$ cat src/rtl/bkan_pkg.sv
// holds the register map, field positions and reset values of the
// backplane negotiation status and page registers.
// assumes a 32-bit apb with byte addresses; word index times four.
package bkan_pkg;
    localparam int BKAN_ADDR_W = 16;
    localparam int BKAN_DATA_W = 32;
    localparam int BKAN_PAGE_W = 50;

    // ---------------------------------------------------------------
    // word indexes and byte addresses
    // ---------------------------------------------------------------
    localparam logic [BKAN_ADDR_W-1:0] BKAN_IDX_CONTROL = 16'h04c0;
    localparam logic [BKAN_ADDR_W-1:0] BKAN_IDX_STATUS = 16'h04c2;
    localparam logic [BKAN_ADDR_W-1:0] BKAN_IDX_PAGE_LOW = 16'h04c3;
    localparam logic [BKAN_ADDR_W-1:0] BKAN_IDX_PAGE_HIGH = 16'h04c4;
    localparam logic [BKAN_ADDR_W-1:0] BKAN_ADDR_CONTROL = BKAN_IDX_CONTROL << 2;
    localparam logic [BKAN_ADDR_W-1:0] BKAN_ADDR_STATUS = BKAN_IDX_STATUS << 2;
    localparam logic [BKAN_ADDR_W-1:0] BKAN_ADDR_PAGE_LOW = BKAN_IDX_PAGE_LOW << 2;
    localparam logic [BKAN_ADDR_W-1:0] BKAN_ADDR_PAGE_HIGH = BKAN_IDX_PAGE_HIGH << 2;

    // ---------------------------------------------------------------
    // control word fields
    // ---------------------------------------------------------------
    localparam int BKAN_CTL_BASE_PAGE = 1;
    localparam int BKAN_CTL_OVERRIDE = 5;

    // ---------------------------------------------------------------
    // status word fields
    // ---------------------------------------------------------------
    localparam int BKAN_ST_PAGE_RX = 1;
    localparam int BKAN_ST_COMPLETE = 2;
    localparam int BKAN_ST_RF_SENT = 3;
    localparam int BKAN_ST_RX_IDLE = 4;
    localparam int BKAN_ST_ABILITY = 5;
    localparam int BKAN_ST_LINK_UP = 6;
    localparam int BKAN_ST_LP_ABILITY = 7;
    localparam int BKAN_ST_FEC = 8;
    localparam int BKAN_ST_SEQ_FAIL = 9;
    localparam int BKAN_ST_READY_LO = 12;
    localparam int BKAN_READY_W = 6;
    // sticky flag slots inside the clear-on-read bank
    localparam int BKAN_FLAG_PAGE = 0;
    localparam int BKAN_FLAG_RF = 1;
    localparam int BKAN_FLAG_LINK = 2;
    localparam int BKAN_FLAG_W = 3;

    // ---------------------------------------------------------------
    // base page low / override fields
    // ---------------------------------------------------------------
    localparam int BKAN_LOW_W = 16;
    localparam int BKAN_TECH_LO = 16;
    localparam int BKAN_TECH_W = 6;
    localparam int BKAN_FEC_LO = 24;
    localparam int BKAN_FEC_W = 2;
    localparam int BKAN_PAUSE_LO = 28;
    localparam int BKAN_PAUSE_W = 3;
    localparam logic [BKAN_DATA_W-1:0] BKAN_LOW_MASK = 32'h733f_ffff;
    localparam logic [BKAN_DATA_W-1:0] BKAN_HIGH_MASK = 32'h3fff_ffff;
    localparam logic [BKAN_DATA_W-1:0] BKAN_CTL_MASK = 32'h0000_0022;
    localparam logic [BKAN_DATA_W-1:0] BKAN_REG_RESET = 32'h0000_0000;

    // ---------------------------------------------------------------
    // transmitted page layout
    // ---------------------------------------------------------------
    localparam int BKAN_PG_ECHO_LO = 5;
    localparam int BKAN_PG_ECHO_W = 5;
    localparam int BKAN_PG_ACK = 14;
    localparam int BKAN_PG_NONCE_LO = 16;
    localparam int BKAN_HI_NONCE_W = 5;
    localparam int BKAN_PG_TECH_LO = 21;
    localparam int BKAN_HI_TECH_W = 25;
    localparam int BKAN_PG_PRBS = 49;
endpackage : bkan_pkg

$ cat src/rtl/bkan_cor_flags.sv
// holds a bank of sticky clear-on-read status flags.
// assumes set and clear come from logic on the same clock.
`timescale 1ns/1ps
module bkan_cor_flags
#(
    parameter int WIDTH = 3
)
(
    input wire logic pclk,
    input wire logic presetn,
    input wire logic [WIDTH-1:0] set_i,
    input wire logic [WIDTH-1:0] clr_i,
    output logic [WIDTH-1:0] flag_q
);
    // ---------------------------------------------------------------
    // one sticky bit per flag
    // ---------------------------------------------------------------
    for (genvar i = 0; i < WIDTH; i++)
    begin : g_flag
        always_ff @(posedge pclk or negedge presetn)
        begin
            if (!presetn)
                flag_q[i] <= 1'b0;
            else if (set_i[i])
                flag_q[i] <= 1'b1;
            else if (clr_i[i])
                flag_q[i] <= 1'b0;
        end
    end
endmodule : bkan_cor_flags

$ cat src/rtl/bkan_page_build.sv
// builds the next base page for the transmit negotiation machine.
// assumes the machine supplies its own page, ack, echoed nonce and prbs.
`timescale 1ns/1ps
module bkan_page_build
    import bkan_pkg::*;
(
    input wire logic user_en,
    input wire logic [BKAN_DATA_W-1:0] user_low,
    input wire logic [BKAN_DATA_W-1:0] user_high,
    input wire logic [BKAN_PAGE_W-1:0] sm_page,
    input wire logic sm_ack,
    input wire logic [BKAN_PG_ECHO_W-1:0] sm_echo_nonce,
    input wire logic sm_prbs,
    output logic [BKAN_PAGE_W-1:0] page_d
);
    logic [BKAN_PAGE_W-1:0] user_page;

    always_comb
    begin
        user_page = sm_page;
        // user low bits from the register; ack and echo stay with the machine
        user_page[BKAN_LOW_W-1:0] = user_low[BKAN_LOW_W-1:0];
        user_page[BKAN_PG_ACK] = sm_ack;
        user_page[BKAN_PG_ECHO_LO +: BKAN_PG_ECHO_W] = sm_echo_nonce;
        // high word carries nonce and technology ability
        user_page[BKAN_PG_NONCE_LO +: BKAN_HI_NONCE_W] = user_high[BKAN_HI_NONCE_W-1:0];
        user_page[BKAN_PG_TECH_LO +: BKAN_HI_TECH_W] =
            user_high[BKAN_HI_NONCE_W +: BKAN_HI_TECH_W];
        // user page only while the base-page control bit is set
        page_d = user_en ? user_page : sm_page;
        // prbs bit always from the machine
        page_d[BKAN_PG_PRBS] = sm_prbs;
    end
endmodule : bkan_page_build

$ cat src/rtl/bkan_status_pages.sv
// holds the apb register bank for backplane negotiation status,
// user base pages and advertised parameter overrides.
// assumes the negotiation engine runs on pclk and drives the event
// and level inputs synchronously; no synchronisers are needed.
//
// Local design decision: the APB interface to the registers.
`timescale 1ns/1ps
// Overview of operation
// - status bit 1 flags a received page; cleared by reading status.
// - status bit 2 shows negotiation complete, zero while in progress.
// - status bit 3 flags fault sent to partner; cleared by reading.
// - status bit 4 shows receive machine idle on incompatible data.
// - status bit 5 reports negotiation ability, constant one here.
// - status bit 6 latches link up; cleared by reading status once link is down.
// - status bit 7 shows the partner can negotiate.
// - status bit 8 shows fec resolved in use.
// - status bit 9 shows a sequencer negotiation failure.
// - status bits 17:12 give one-hot link ready per technology.
// - user low bits sent; ack and echoed nonce from machine.
// - page bit 49 (prbs) always generated by the machine.
// - override bits 21:16 replace the advertised technology set.
// - override bits 25:24 replace the advertised fec bits.
// - override bits 30:28 replace the advertised pause bits.
// - overrides act only while the override-enable bit is set.
// - user high 29:5 to page 45:21, 4:0 to page 20:16.
// - base-page bit selects user pages, else machine-built pages.
module bkan_status_pages
    import bkan_pkg::*;
#(
    parameter logic [BKAN_TECH_W-1:0] DEF_TECH = 6'h04,
    parameter logic [BKAN_FEC_W-1:0] DEF_FEC = 2'h0,
    parameter logic [BKAN_PAUSE_W-1:0] DEF_PAUSE = 3'h0,
    parameter bit AN_ABILITY = 1'b1
)
(
    input wire logic pclk,
    input wire logic presetn,
    input wire logic psel,
    input wire logic penable,
    input wire logic pwrite,
    input wire logic [BKAN_ADDR_W-1:0] paddr,
    input wire logic [BKAN_DATA_W-1:0] pwdata,
    input wire logic [3:0] pstrb,
    output logic [BKAN_DATA_W-1:0] prdata,
    output logic pready,
    output logic pslverr,
    input wire logic page_rx_evt,
    input wire logic an_complete,
    input wire logic rf_sent_evt,
    input wire logic rx_idle,
    input wire logic link_up,
    input wire logic lp_an_ability,
    input wire logic fec_negotiated,
    input wire logic seq_failure,
    input wire logic [BKAN_READY_W-1:0] link_ready,
    input wire logic [BKAN_PAGE_W-1:0] sm_page,
    input wire logic sm_ack,
    input wire logic [BKAN_PG_ECHO_W-1:0] sm_echo_nonce,
    input wire logic sm_prbs,
    output logic [BKAN_PAGE_W-1:0] tx_page,
    output logic user_base_page_en,
    output logic override_en,
    output logic [BKAN_TECH_W-1:0] advertised_technology_set,
    output logic [BKAN_FEC_W-1:0] advertised_fec_bits,
    output logic [BKAN_PAUSE_W-1:0] advertised_pause_bits
);
    // ---------------------------------------------------------------
    // apb handshake
    // ---------------------------------------------------------------
    // one wait state keeps pready and prdata registered
    logic pready_q;
    logic pslverr_q;
    logic [BKAN_DATA_W-1:0] prdata_q;
    logic [BKAN_DATA_W-1:0] rd_data;
    wire access = psel & penable;
    wire first_acc = access & ~pready_q;
    wire done = access & pready_q;
    wire hit_ctl = (paddr == BKAN_ADDR_CONTROL);
    wire hit_st = (paddr == BKAN_ADDR_STATUS);
    wire hit_low = (paddr == BKAN_ADDR_PAGE_LOW);
    wire hit_high = (paddr == BKAN_ADDR_PAGE_HIGH);
    wire mapped = hit_ctl | hit_st | hit_low | hit_high;
    wire wr_done = done & pwrite & mapped;
    wire st_read_done = done & ~pwrite & hit_st;
    wire [BKAN_DATA_W-1:0] byte_mask = {{8{pstrb[3]}}, {8{pstrb[2]}},
        {8{pstrb[1]}}, {8{pstrb[0]}}};

    always_ff @(posedge pclk or negedge presetn)
    begin
        if (!presetn)
            pready_q <= 1'b0;
        else
            pready_q <= first_acc;
    end

    always_ff @(posedge pclk or negedge presetn)
    begin
        if (!presetn)
        begin
            prdata_q <= BKAN_REG_RESET;
            pslverr_q <= 1'b0;
        end
        else if (first_acc)
        begin
            prdata_q <= pwrite ? BKAN_REG_RESET : rd_data;
            pslverr_q <= ~mapped;
        end
    end

    assign prdata = prdata_q;
    assign pready = pready_q;
    assign pslverr = pslverr_q;

    // ---------------------------------------------------------------
    // writable registers
    // ---------------------------------------------------------------
    logic [BKAN_DATA_W-1:0] ctl_q;
    logic [BKAN_DATA_W-1:0] low_q;
    logic [BKAN_DATA_W-1:0] high_q;
    wire [BKAN_DATA_W-1:0] ctl_d = (ctl_q & ~byte_mask) | (pwdata & byte_mask);
    wire [BKAN_DATA_W-1:0] low_d = (low_q & ~byte_mask) | (pwdata & byte_mask);
    wire [BKAN_DATA_W-1:0] high_d = (high_q & ~byte_mask) | (pwdata & byte_mask);

    always_ff @(posedge pclk or negedge presetn)
    begin
        if (!presetn)
        begin
            ctl_q <= BKAN_REG_RESET;
            low_q <= BKAN_REG_RESET;
            high_q <= BKAN_REG_RESET;
        end
        else if (wr_done)
        begin
            if (hit_ctl)
                ctl_q <= ctl_d & BKAN_CTL_MASK;
            if (hit_low)
                low_q <= low_d & BKAN_LOW_MASK;
            if (hit_high)
                high_q <= high_d & BKAN_HIGH_MASK;
        end
    end

    // ---------------------------------------------------------------
    // clear-on-read status flags
    // ---------------------------------------------------------------
    logic [BKAN_FLAG_W-1:0] flag_q;
    logic [BKAN_FLAG_W-1:0] snap_q;
    logic [BKAN_FLAG_W-1:0] flag_set;
    logic [BKAN_FLAG_W-1:0] flag_clr;

    assign flag_set[BKAN_FLAG_PAGE] = page_rx_evt;
    assign flag_set[BKAN_FLAG_RF] = rf_sent_evt;
    // held while link is up, latched until read
    assign flag_set[BKAN_FLAG_LINK] = link_up;
    // clear only what the reader actually saw as one
    assign flag_clr = st_read_done ? snap_q : '0;

    always_ff @(posedge pclk or negedge presetn)
    begin
        if (!presetn)
            snap_q <= '0;
        else if (first_acc)
            snap_q <= (hit_st & ~pwrite) ? flag_q : '0;
    end

    bkan_cor_flags #(
        .WIDTH(BKAN_FLAG_W)
    ) u_flags (
        .pclk(pclk),
        .presetn(presetn),
        .set_i(flag_set),
        .clr_i(flag_clr),
        .flag_q(flag_q)
    );

    // ---------------------------------------------------------------
    // status word and read mux
    // ---------------------------------------------------------------
    logic [BKAN_DATA_W-1:0] status_word;

    always_comb
    begin
        status_word = '0;
        status_word[BKAN_ST_PAGE_RX] = flag_q[BKAN_FLAG_PAGE];
        status_word[BKAN_ST_COMPLETE] = an_complete;
        status_word[BKAN_ST_RF_SENT] = flag_q[BKAN_FLAG_RF];
        status_word[BKAN_ST_RX_IDLE] = rx_idle;
        status_word[BKAN_ST_ABILITY] = AN_ABILITY;
        status_word[BKAN_ST_LINK_UP] = flag_q[BKAN_FLAG_LINK];
        status_word[BKAN_ST_LP_ABILITY] = lp_an_ability;
        status_word[BKAN_ST_FEC] = fec_negotiated;
        status_word[BKAN_ST_SEQ_FAIL] = seq_failure;
        status_word[BKAN_ST_READY_LO +: BKAN_READY_W] = link_ready;
    end

    assign rd_data = hit_st ? status_word :
                     hit_ctl ? ctl_q :
                     hit_low ? low_q :
                     hit_high ? high_q : BKAN_REG_RESET;

    // ---------------------------------------------------------------
    // advertised parameters and transmit page
    // ---------------------------------------------------------------
    // overrides reach the advertised outputs through registers one pclk after the control bit changes
    logic [BKAN_PAGE_W-1:0] tx_page_q;
    logic [BKAN_PAGE_W-1:0] page_d;
    logic ovr_q;
    logic user_en_q;
    logic [BKAN_TECH_W-1:0] tech_q;
    logic [BKAN_FEC_W-1:0] fec_q;
    logic [BKAN_PAUSE_W-1:0] pause_q;
    wire ovr = ctl_q[BKAN_CTL_OVERRIDE];
    // fields ignored unless override is enabled
    wire [BKAN_TECH_W-1:0] tech_d = ovr ? low_q[BKAN_TECH_LO +: BKAN_TECH_W] : DEF_TECH;
    wire [BKAN_FEC_W-1:0] fec_d = ovr ? low_q[BKAN_FEC_LO +: BKAN_FEC_W] : DEF_FEC;
    wire [BKAN_PAUSE_W-1:0] pause_d =
        ovr ? low_q[BKAN_PAUSE_LO +: BKAN_PAUSE_W] : DEF_PAUSE;

    bkan_page_build u_page (
        .user_en(ctl_q[BKAN_CTL_BASE_PAGE]),
        .user_low(low_q),
        .user_high(high_q),
        .sm_page(sm_page),
        .sm_ack(sm_ack),
        .sm_echo_nonce(sm_echo_nonce),
        .sm_prbs(sm_prbs),
        .page_d(page_d)
    );

    always_ff @(posedge pclk or negedge presetn)
    begin
        if (!presetn)
        begin
            tx_page_q <= '0;
            ovr_q <= 1'b0;
            user_en_q <= 1'b0;
            tech_q <= '0;
            fec_q <= '0;
            pause_q <= '0;
        end
        else
        begin
            tx_page_q <= page_d;
            ovr_q <= ovr;
            user_en_q <= ctl_q[BKAN_CTL_BASE_PAGE];
            tech_q <= tech_d;
            fec_q <= fec_d;
            pause_q <= pause_d;
        end
    end

    assign tx_page = tx_page_q;
    assign override_en = ovr_q;
    assign user_base_page_en = user_en_q;
    assign advertised_technology_set = tech_q;
    assign advertised_fec_bits = fec_q;
    assign advertised_pause_bits = pause_q;

    // ---------------------------------------------------------------
    // assertions
    // ---------------------------------------------------------------
    page_flag_set_a: assert property (
        @(posedge pclk) disable iff (!presetn)
        page_rx_evt |=> flag_q[BKAN_FLAG_PAGE])
        else $error("page received flag not set after event");

    cor_read_clear_a: assert property (
        @(posedge pclk) disable iff (!presetn)
        (first_acc && hit_st && !pwrite && flag_q[BKAN_FLAG_RF]) ##1
        (done && !rf_sent_evt) |=> !flag_q[BKAN_FLAG_RF])
        else $error("fault sent flag not cleared by status read");

    read_sees_flag_a: assert property (
        @(posedge pclk) disable iff (!presetn)
        (first_acc && hit_st && !pwrite && flag_q[BKAN_FLAG_RF])
        |=> prdata[BKAN_ST_RF_SENT] && pready)
        else $error("status read lost fault sent bit");

    link_flag_hold_a: assert property (
        @(posedge pclk) disable iff (!presetn)
        link_up |=> flag_q[BKAN_FLAG_LINK] [*2] or
            (flag_q[BKAN_FLAG_LINK] ##1 (!flag_q[BKAN_FLAG_LINK] && $past(st_read_done)))
        )
        else $error("link up flag dropped without a read");

    status_levels_a: assert property (
        @(posedge pclk) disable iff (!presetn)
        (first_acc && hit_st && !pwrite) |=>
            prdata[BKAN_ST_READY_LO +: BKAN_READY_W] == $past(link_ready) &&
            prdata[BKAN_ST_COMPLETE] == $past(an_complete) &&
            prdata[BKAN_ST_ABILITY] == AN_ABILITY)
        else $error("status levels misreported");

    // the edge that releases reset still loads reset values, so checks of
    // registered outputs start one edge later
    override_gate_a: assert property (
        @(posedge pclk) disable iff (!presetn)
        ($past(presetn) && !ovr) |=> advertised_technology_set == DEF_TECH &&
            advertised_fec_bits == DEF_FEC && advertised_pause_bits == DEF_PAUSE)
        else $error("override fields acted while disabled");

    override_use_a: assert property (
        @(posedge pclk) disable iff (!presetn)
        ovr |=> advertised_technology_set == $past(low_q[BKAN_TECH_LO +: BKAN_TECH_W]) &&
            advertised_fec_bits == $past(low_q[BKAN_FEC_LO +: BKAN_FEC_W]) &&
            advertised_pause_bits == $past(low_q[BKAN_PAUSE_LO +: BKAN_PAUSE_W]))
        else $error("override fields not applied");

    prbs_from_sm_a: assert property (
        @(posedge pclk) disable iff (!presetn)
        $past(presetn) |-> tx_page[BKAN_PG_PRBS] == $past(sm_prbs))
        else $error("prbs bit not taken from machine");

    user_page_a: assert property (
        @(posedge pclk) disable iff (!presetn)
        ctl_q[BKAN_CTL_BASE_PAGE] |=>
            tx_page[BKAN_PG_NONCE_LO +: BKAN_HI_NONCE_W + BKAN_HI_TECH_W] ==
            $past(high_q[BKAN_HI_NONCE_W + BKAN_HI_TECH_W - 1:0]) &&
            tx_page[BKAN_PG_ECHO_LO-1:0] == $past(low_q[BKAN_PG_ECHO_LO-1:0]) &&
            tx_page[BKAN_PG_ACK] == $past(sm_ack) &&
            tx_page[BKAN_PG_ECHO_LO +: BKAN_PG_ECHO_W] == $past(sm_echo_nonce))
        else $error("user base page not mapped onto page");

    sm_page_a: assert property (
        @(posedge pclk) disable iff (!presetn)
        ($past(presetn) && !ctl_q[BKAN_CTL_BASE_PAGE]) |=>
            tx_page[BKAN_PG_PRBS-1:0] == $past(sm_page[BKAN_PG_PRBS-1:0]))
        else $error("machine page not passed while user pages off");

    unmapped_err_a: assert property (
        @(posedge pclk) disable iff (!presetn)
        (first_acc && !mapped) |=> pready && pslverr ##1 !pready)
        else $error("unmapped access not refused");
endmodule : bkan_status_pages

$ cat config.mk
export PLATFORM = sky130hd
export DESIGN_NAME = bkan_status_pages
export DESIGN_NICKNAME = d
export VERILOG_FILES = /design/src/rtl/bkan_pkg.sv /design/src/rtl/bkan_cor_flags.sv /design/src/rtl/bkan_page_build.sv /design/src/rtl/bkan_status_pages.sv
export SDC_FILE = /design/constraint.sdc
export NUM_CORES = 1
export LEC_CHECK = 0
export ABC_AREA = 1
export BUFFER_PORTS_ARGS = -buffer_cell sky130_fd_sc_hd__buf_2
export CORE_MARGIN = 4
export CORE_UTILIZATION = 51
export DETAILED_ROUTE_END_ITERATION = 6
export PLACE_DENSITY = 0.91
export SLEW_MARGIN = 20
export SYNTH_ARGS = -nofsm -noshare
export SYNTH_HDL_FRONTEND = slang
export SYNTH_SLANG_ARGS = --single-unit
$ cat constraint.sdc
create_clock -name pclk -period 1.9 [get_ports pclk]
set_input_delay 0 -clock pclk [delete_from_list [all_inputs] [get_ports pclk]]
set_output_delay 0 -clock pclk [all_outputs]
set_load 0.01 [all_outputs]
# ---- After elaboration in Yosys (flattened, before gate mapping)
# Index checks and enable logic that the tools add are counted.
dict set report word_totals {
  word_cells 65
  input_bits 128
  ff_bits 162
  out_inout_bits 97
}
dict set report op_classes {
  n_eq_ne 4
  bitwise 22
  n_mux 17
  n_reduce_logical 6
}
# cell n
set op_table {}
lappend op_table {{2-to-1 mux 31 bit} 3}
lappend op_table {{== test 16 x 13 -> 1 bit, second input constant} 4}
lappend op_table {{AND 31 bit} 2}
lappend op_table {{2-to-1 mux 46 bit} 1}
lappend op_table {{2-to-1 mux 32 bit} 1}
lappend op_table {{inverter 31 bit} 1}
lappend op_table {{bitwise OR 31 bit} 1}
lappend op_table {{AND 30 bit} 1}
lappend op_table {{2-to-1 mux 30 bit} 1}
lappend op_table {{bitwise OR 30 bit} 1}
lappend op_table {{2-to-1 mux 3 bit} 3}
lappend op_table {{AND 1 bit} 8}
lappend op_table {{AND 6 bit} 1}
lappend op_table {{2-to-1 mux 1 bit} 6}
lappend op_table {{2-to-1 mux 6 bit} 1}
lappend op_table {{bitwise OR 6 bit} 1}
lappend op_table {{AND reduction 2 bit} 3}
lappend op_table {{nonzero test 2 bit} 3}
lappend op_table {{inverter 1 bit} 3}
lappend op_table {{bitwise OR 1 bit} 3}
lappend op_table {{2-to-1 mux 2 bit} 1}

# ---- Logic depth before layout (Yosys ltp)
dict set report depth {
  depth_word 7
  mapped_depth 11
  ltp_nobuf 10
}

# ---- By module
# A second synthesis with hierarchy kept.
dict set report hier_totals {
  hier_cells 772
  hier_area_um2 7006.7
}
# module cells_per_inst seq_area_each_um2 area_per_inst_um2 instances
set by_module_without_submodules {}
lappend by_module_without_submodules {bkan_status_pages 605 3953.8 6218.5 1}
lappend by_module_without_submodules {bkan_page_build 152 0.0 668.1 1}
lappend by_module_without_submodules {bkan_cor_flags 15 75.1 120.1 1}

# ---- Worst setup path after synthesis
# No wires, ideal clock.
dict set report synth_timing {
  path_type {reg-to-reg}
  from {reg pready_q, in the netlist pready}
  to {reg (tool-made name)}
  setup_ns 0.117
  path_stages_with_launch 9
  path_buffers 1
  required_ns 1.783
  period_less_slack_ns 1.439
  arrival_ns 1.321
  setup_slack_ns 0.461
  path_cell_list {dfrtp_1 -> nand3_1 -> inv_1 -> nand2_2 -> nor2_8 -> nand2_4 -> buf_6 -> nand2_2 -> o21ai_2}
}
# element line
set synth_lines {}
lappend synth_lines {{start: declaration} bkan_status_pages.sv:71} ;# logic pready_q;
lappend synth_lines {{start signal: assignment} bkan_status_pages.sv:93} ;# pready_q <= first_acc;

==> flow_summary.toml <==
[outcome]
status = "completed"

[clock_tree]
clkSlewWorstSetupHoldPaths_ns = 0.06
cts_root_buffer = "clkbuf_16"
ctsResizeCount = 0
numCtsBuffers = 17
cts-htree-levels = 4
cts_sinks = 161
clockBufferDepth = 2
clk_latency_ns = 0.43
cts_tree = "done"

[global_route]
grt_start_max_net_pins = 60
grt_pass1_wl_mm = 32.9
grt_util_all_layers_pct = 28.5
antenna_found_initial = 3
grt_pass1_vias = 6492
grt-ovfl-total = 0

[critical_path]
critPathCapture = "tx_page[7]"
cpPeakStageDelay_ns = 0.57
endpoint_kind = "flop"
ff2ff_path_depth = 3
path_buf_inv = 2
r2r_end = "tx_page[7]"
cp-start-kind = "flop"
cp.required_ns = 2.20
cp_slowest_cell = "dlygate4sd3_1"
critPathTopFamily = "buffers and inverters"
worstPathMaxFanout = 30
crit_arrival_ns = 2.10
r2r_setup_slack_ns = 0.09
path_cells = "buf_4, mux2_2, dlygate4sd3_1"
cp_num_cells = 3
crit_type = "flop to flop"

[pwr]
swShare_pct = 23.1
p_seq_share_pct = 46.8
p_int_mw = 5.76
p_sw_mw = 1.73
p_leak_nw = 5.27
ir_drop_v = 0.000761
power_frac_clock_pct = 44.5
power_density_nw_per_um2 = 765
p_comb_share_pct = 8.7

[yosys]
yosys.area_share.simple_pct = 21.5
ys_seq_elements = 161
yosysUniqueCellTypes = 26
avgSynthCellArea_um2 = 9.98
synth_compound_area_share_pct = 6.60
synthMuxAreaShare_pct = 6.90
synth_top_family_by_area = "simple AND/OR/NAND/NOR gates"
yosysWarningCount = 0
synthXorXnorAreaFrac_pct = 0
ys_seq_area_share_pct = 58.7
syn_area_um2 = 6860
syn_nets = 815
synth_adder_area_share_pct = 0
syn-instance-count = 687

[floorplanning]
die_w_um = 124
die_h_um = 124
die-area_um2 = 15400
core_um2 = 13200
ios = 225
initial_core_util_pct = 52.0
rows = 42

[sta]
min_period_over_period_pct = 95.1
tightest_slew_ns = 0.583
max_freq_mhz = 553
setup_viol = 0
fin_skew_ns = 0.0109
slew_viol_final = 0
rsz0062_at_grt = "no"
fin_crit_ns = 1.81
final-hold-violation-count = 0
timing.slew.headroom_pct = 61.1
finalSetupTns_ns = 0

[hold_path]
hold_path_class = "primary input to flop"

[place]
finalWeightedCongestion = 0.854
postPlaceCellArea_um2 = 8140
dp.final_hpwl_mm = 12.7
portBuffers = 221
placed_cells = 1070

[route]
viasPerCell = 5.22
drtAntennaViolNets = 0
first_pass_iters = 5
drt_wl_total_mm = 21.7
route.detailed.drc = 0
wl_per_cell_um = 17.9
drt_iter0_markers = 482
vias = 6332

[finish]
area_growth_pct = 42.9
nets = 1150
design_area_um2 = 9800
instances_no_fill = 1214
drive_above_1_share_pct = 35.2

[run]
max-cap-violations = 0
## cells in the final DEF, fill, tap and decap left out, drive strengths merged, types with 6 or more instances in the layout
cell	n
nand2	200
a21oi	6
clkbuf	20
nand3	79
inv	69
mux2	42
buf	237
clkinv	6
o21ai	68
dlygate4sd3	107
nor2	29
dfrtp	161
## cells in the mapped netlist
master    count  area [um2]
a21oi_1       6        30.0
buf_1         2        7.51
buf_2        10        50.1
buf_4         5        37.5
buf_6         5        56.3
clkbuf_1      6        22.5
conb_1        1        3.75
dfrtp_1     161        4030
inv_1        66         248
inv_2         2        7.51
mux2_2       42         473
nand2_1     181         679
nand2_2      12        75.1
nand2_4       7        78.8
nand3_1      78         390
nand3_2       1        10.0
nand3b_1      1        7.51
nand4_1       3        18.8
nor2_1       19        71.3
nor2_2        1        6.26
nor2_4        6        67.6
nor2_8        3        60.1
o21ai_0      20         100
o21ai_1      26         130
o21ai_2      22         193
or2_2         1        6.26
## area by class of cell
class	count	area [um2]
sequential	161	4030
tap	176	220
multi-input combinational	430	2400
clock buffer	20	437
antenna	3	7.51
clock inverter	12	136
inverter	68	255
timing repair buffer	344	2320
fill	839	3390
## routing by layer
layer  global-route usage [%]  up-vias  part of all wire, %
met5                        0        -                    0
met4                     14.0        0                  4.3
met3                     6.86       95                  6.4
met2                     50.7      328                   53
met1                     32.1     3028                   36
li1                         -     2881                    -
## how the worst min path moves through the flow
stage                  start                         end  cells after the start  slack (ns)
floorplan            presetn  asynchronous set/reset pin                      0       -0.30
finish              pstrb[0]                        flop                      3        0.04
CTS                 pstrb[0]                        flop                      3       0.007
global route        pstrb[0]                        flop                      3        0.04
detailed placement   presetn  asynchronous set/reset pin                      1        0.01
global placement     presetn  asynchronous set/reset pin                      1       0.009
## repair_timing
item | 4_1_cts | 5_1_grt
hold endpoints to repair | 190 | 0
setup buffers | 0 | 2
hold buffers | 107 | 0
endpoints found under the setup margin | 0 | 1
## power groups by stage
| stage | clock network [mW] | registers (mW) | logic, mW |
|---|---|---|---|
| after floorplan | 0 | 3.60 | 0.118 |
| after global placement | 0 | 3.56 | 0.446 |
| after detailed placement | 0 | 3.56 | 0.458 |
| after CTS | 3.35 | 3.50 | 0.629 |
| after global routing | 3.51 | 3.51 | 0.708 |
| final | 3.34 | 3.51 | 0.652 |
## per-stage QoR
| stage | power, mW | hold WS (ns) | utilization [%] | setup slack [ns] |
|---|---|---|---|---|
| after floorplan | 3.72 | -0.296 | - | 0.461 |
| after global placement | 4.01 | 0.00929 | 61.7 | 0.294 |
| after detailed placement | 4.02 | 0.0125 | 61.7 | 0.221 |
| after CTS | 7.48 | 0.00693 | 74.2 | 0.0478 |
| after global routing | 7.72 | 0.0426 | 74.3 | 0.0289 |
| final | 7.50 | 0.0378 | 74.3 | 0.0925 |
## worst reg2reg max path: stages (launching register included)
cell	delay, ns
dfrtp_2	0.36
buf_4	0.34
mux2_2	0.42
dlygate4sd3_1	0.57
## cell families after synthesis
family                 count (synthesis)
and+or+nand+nor                      313
DFF                                  161
buffers and inverters                 96
AOI/OAI and AO/OA                     74
muxes                                 42
other                                  1
Note: power is estimated with default switching activity, not from simulation.
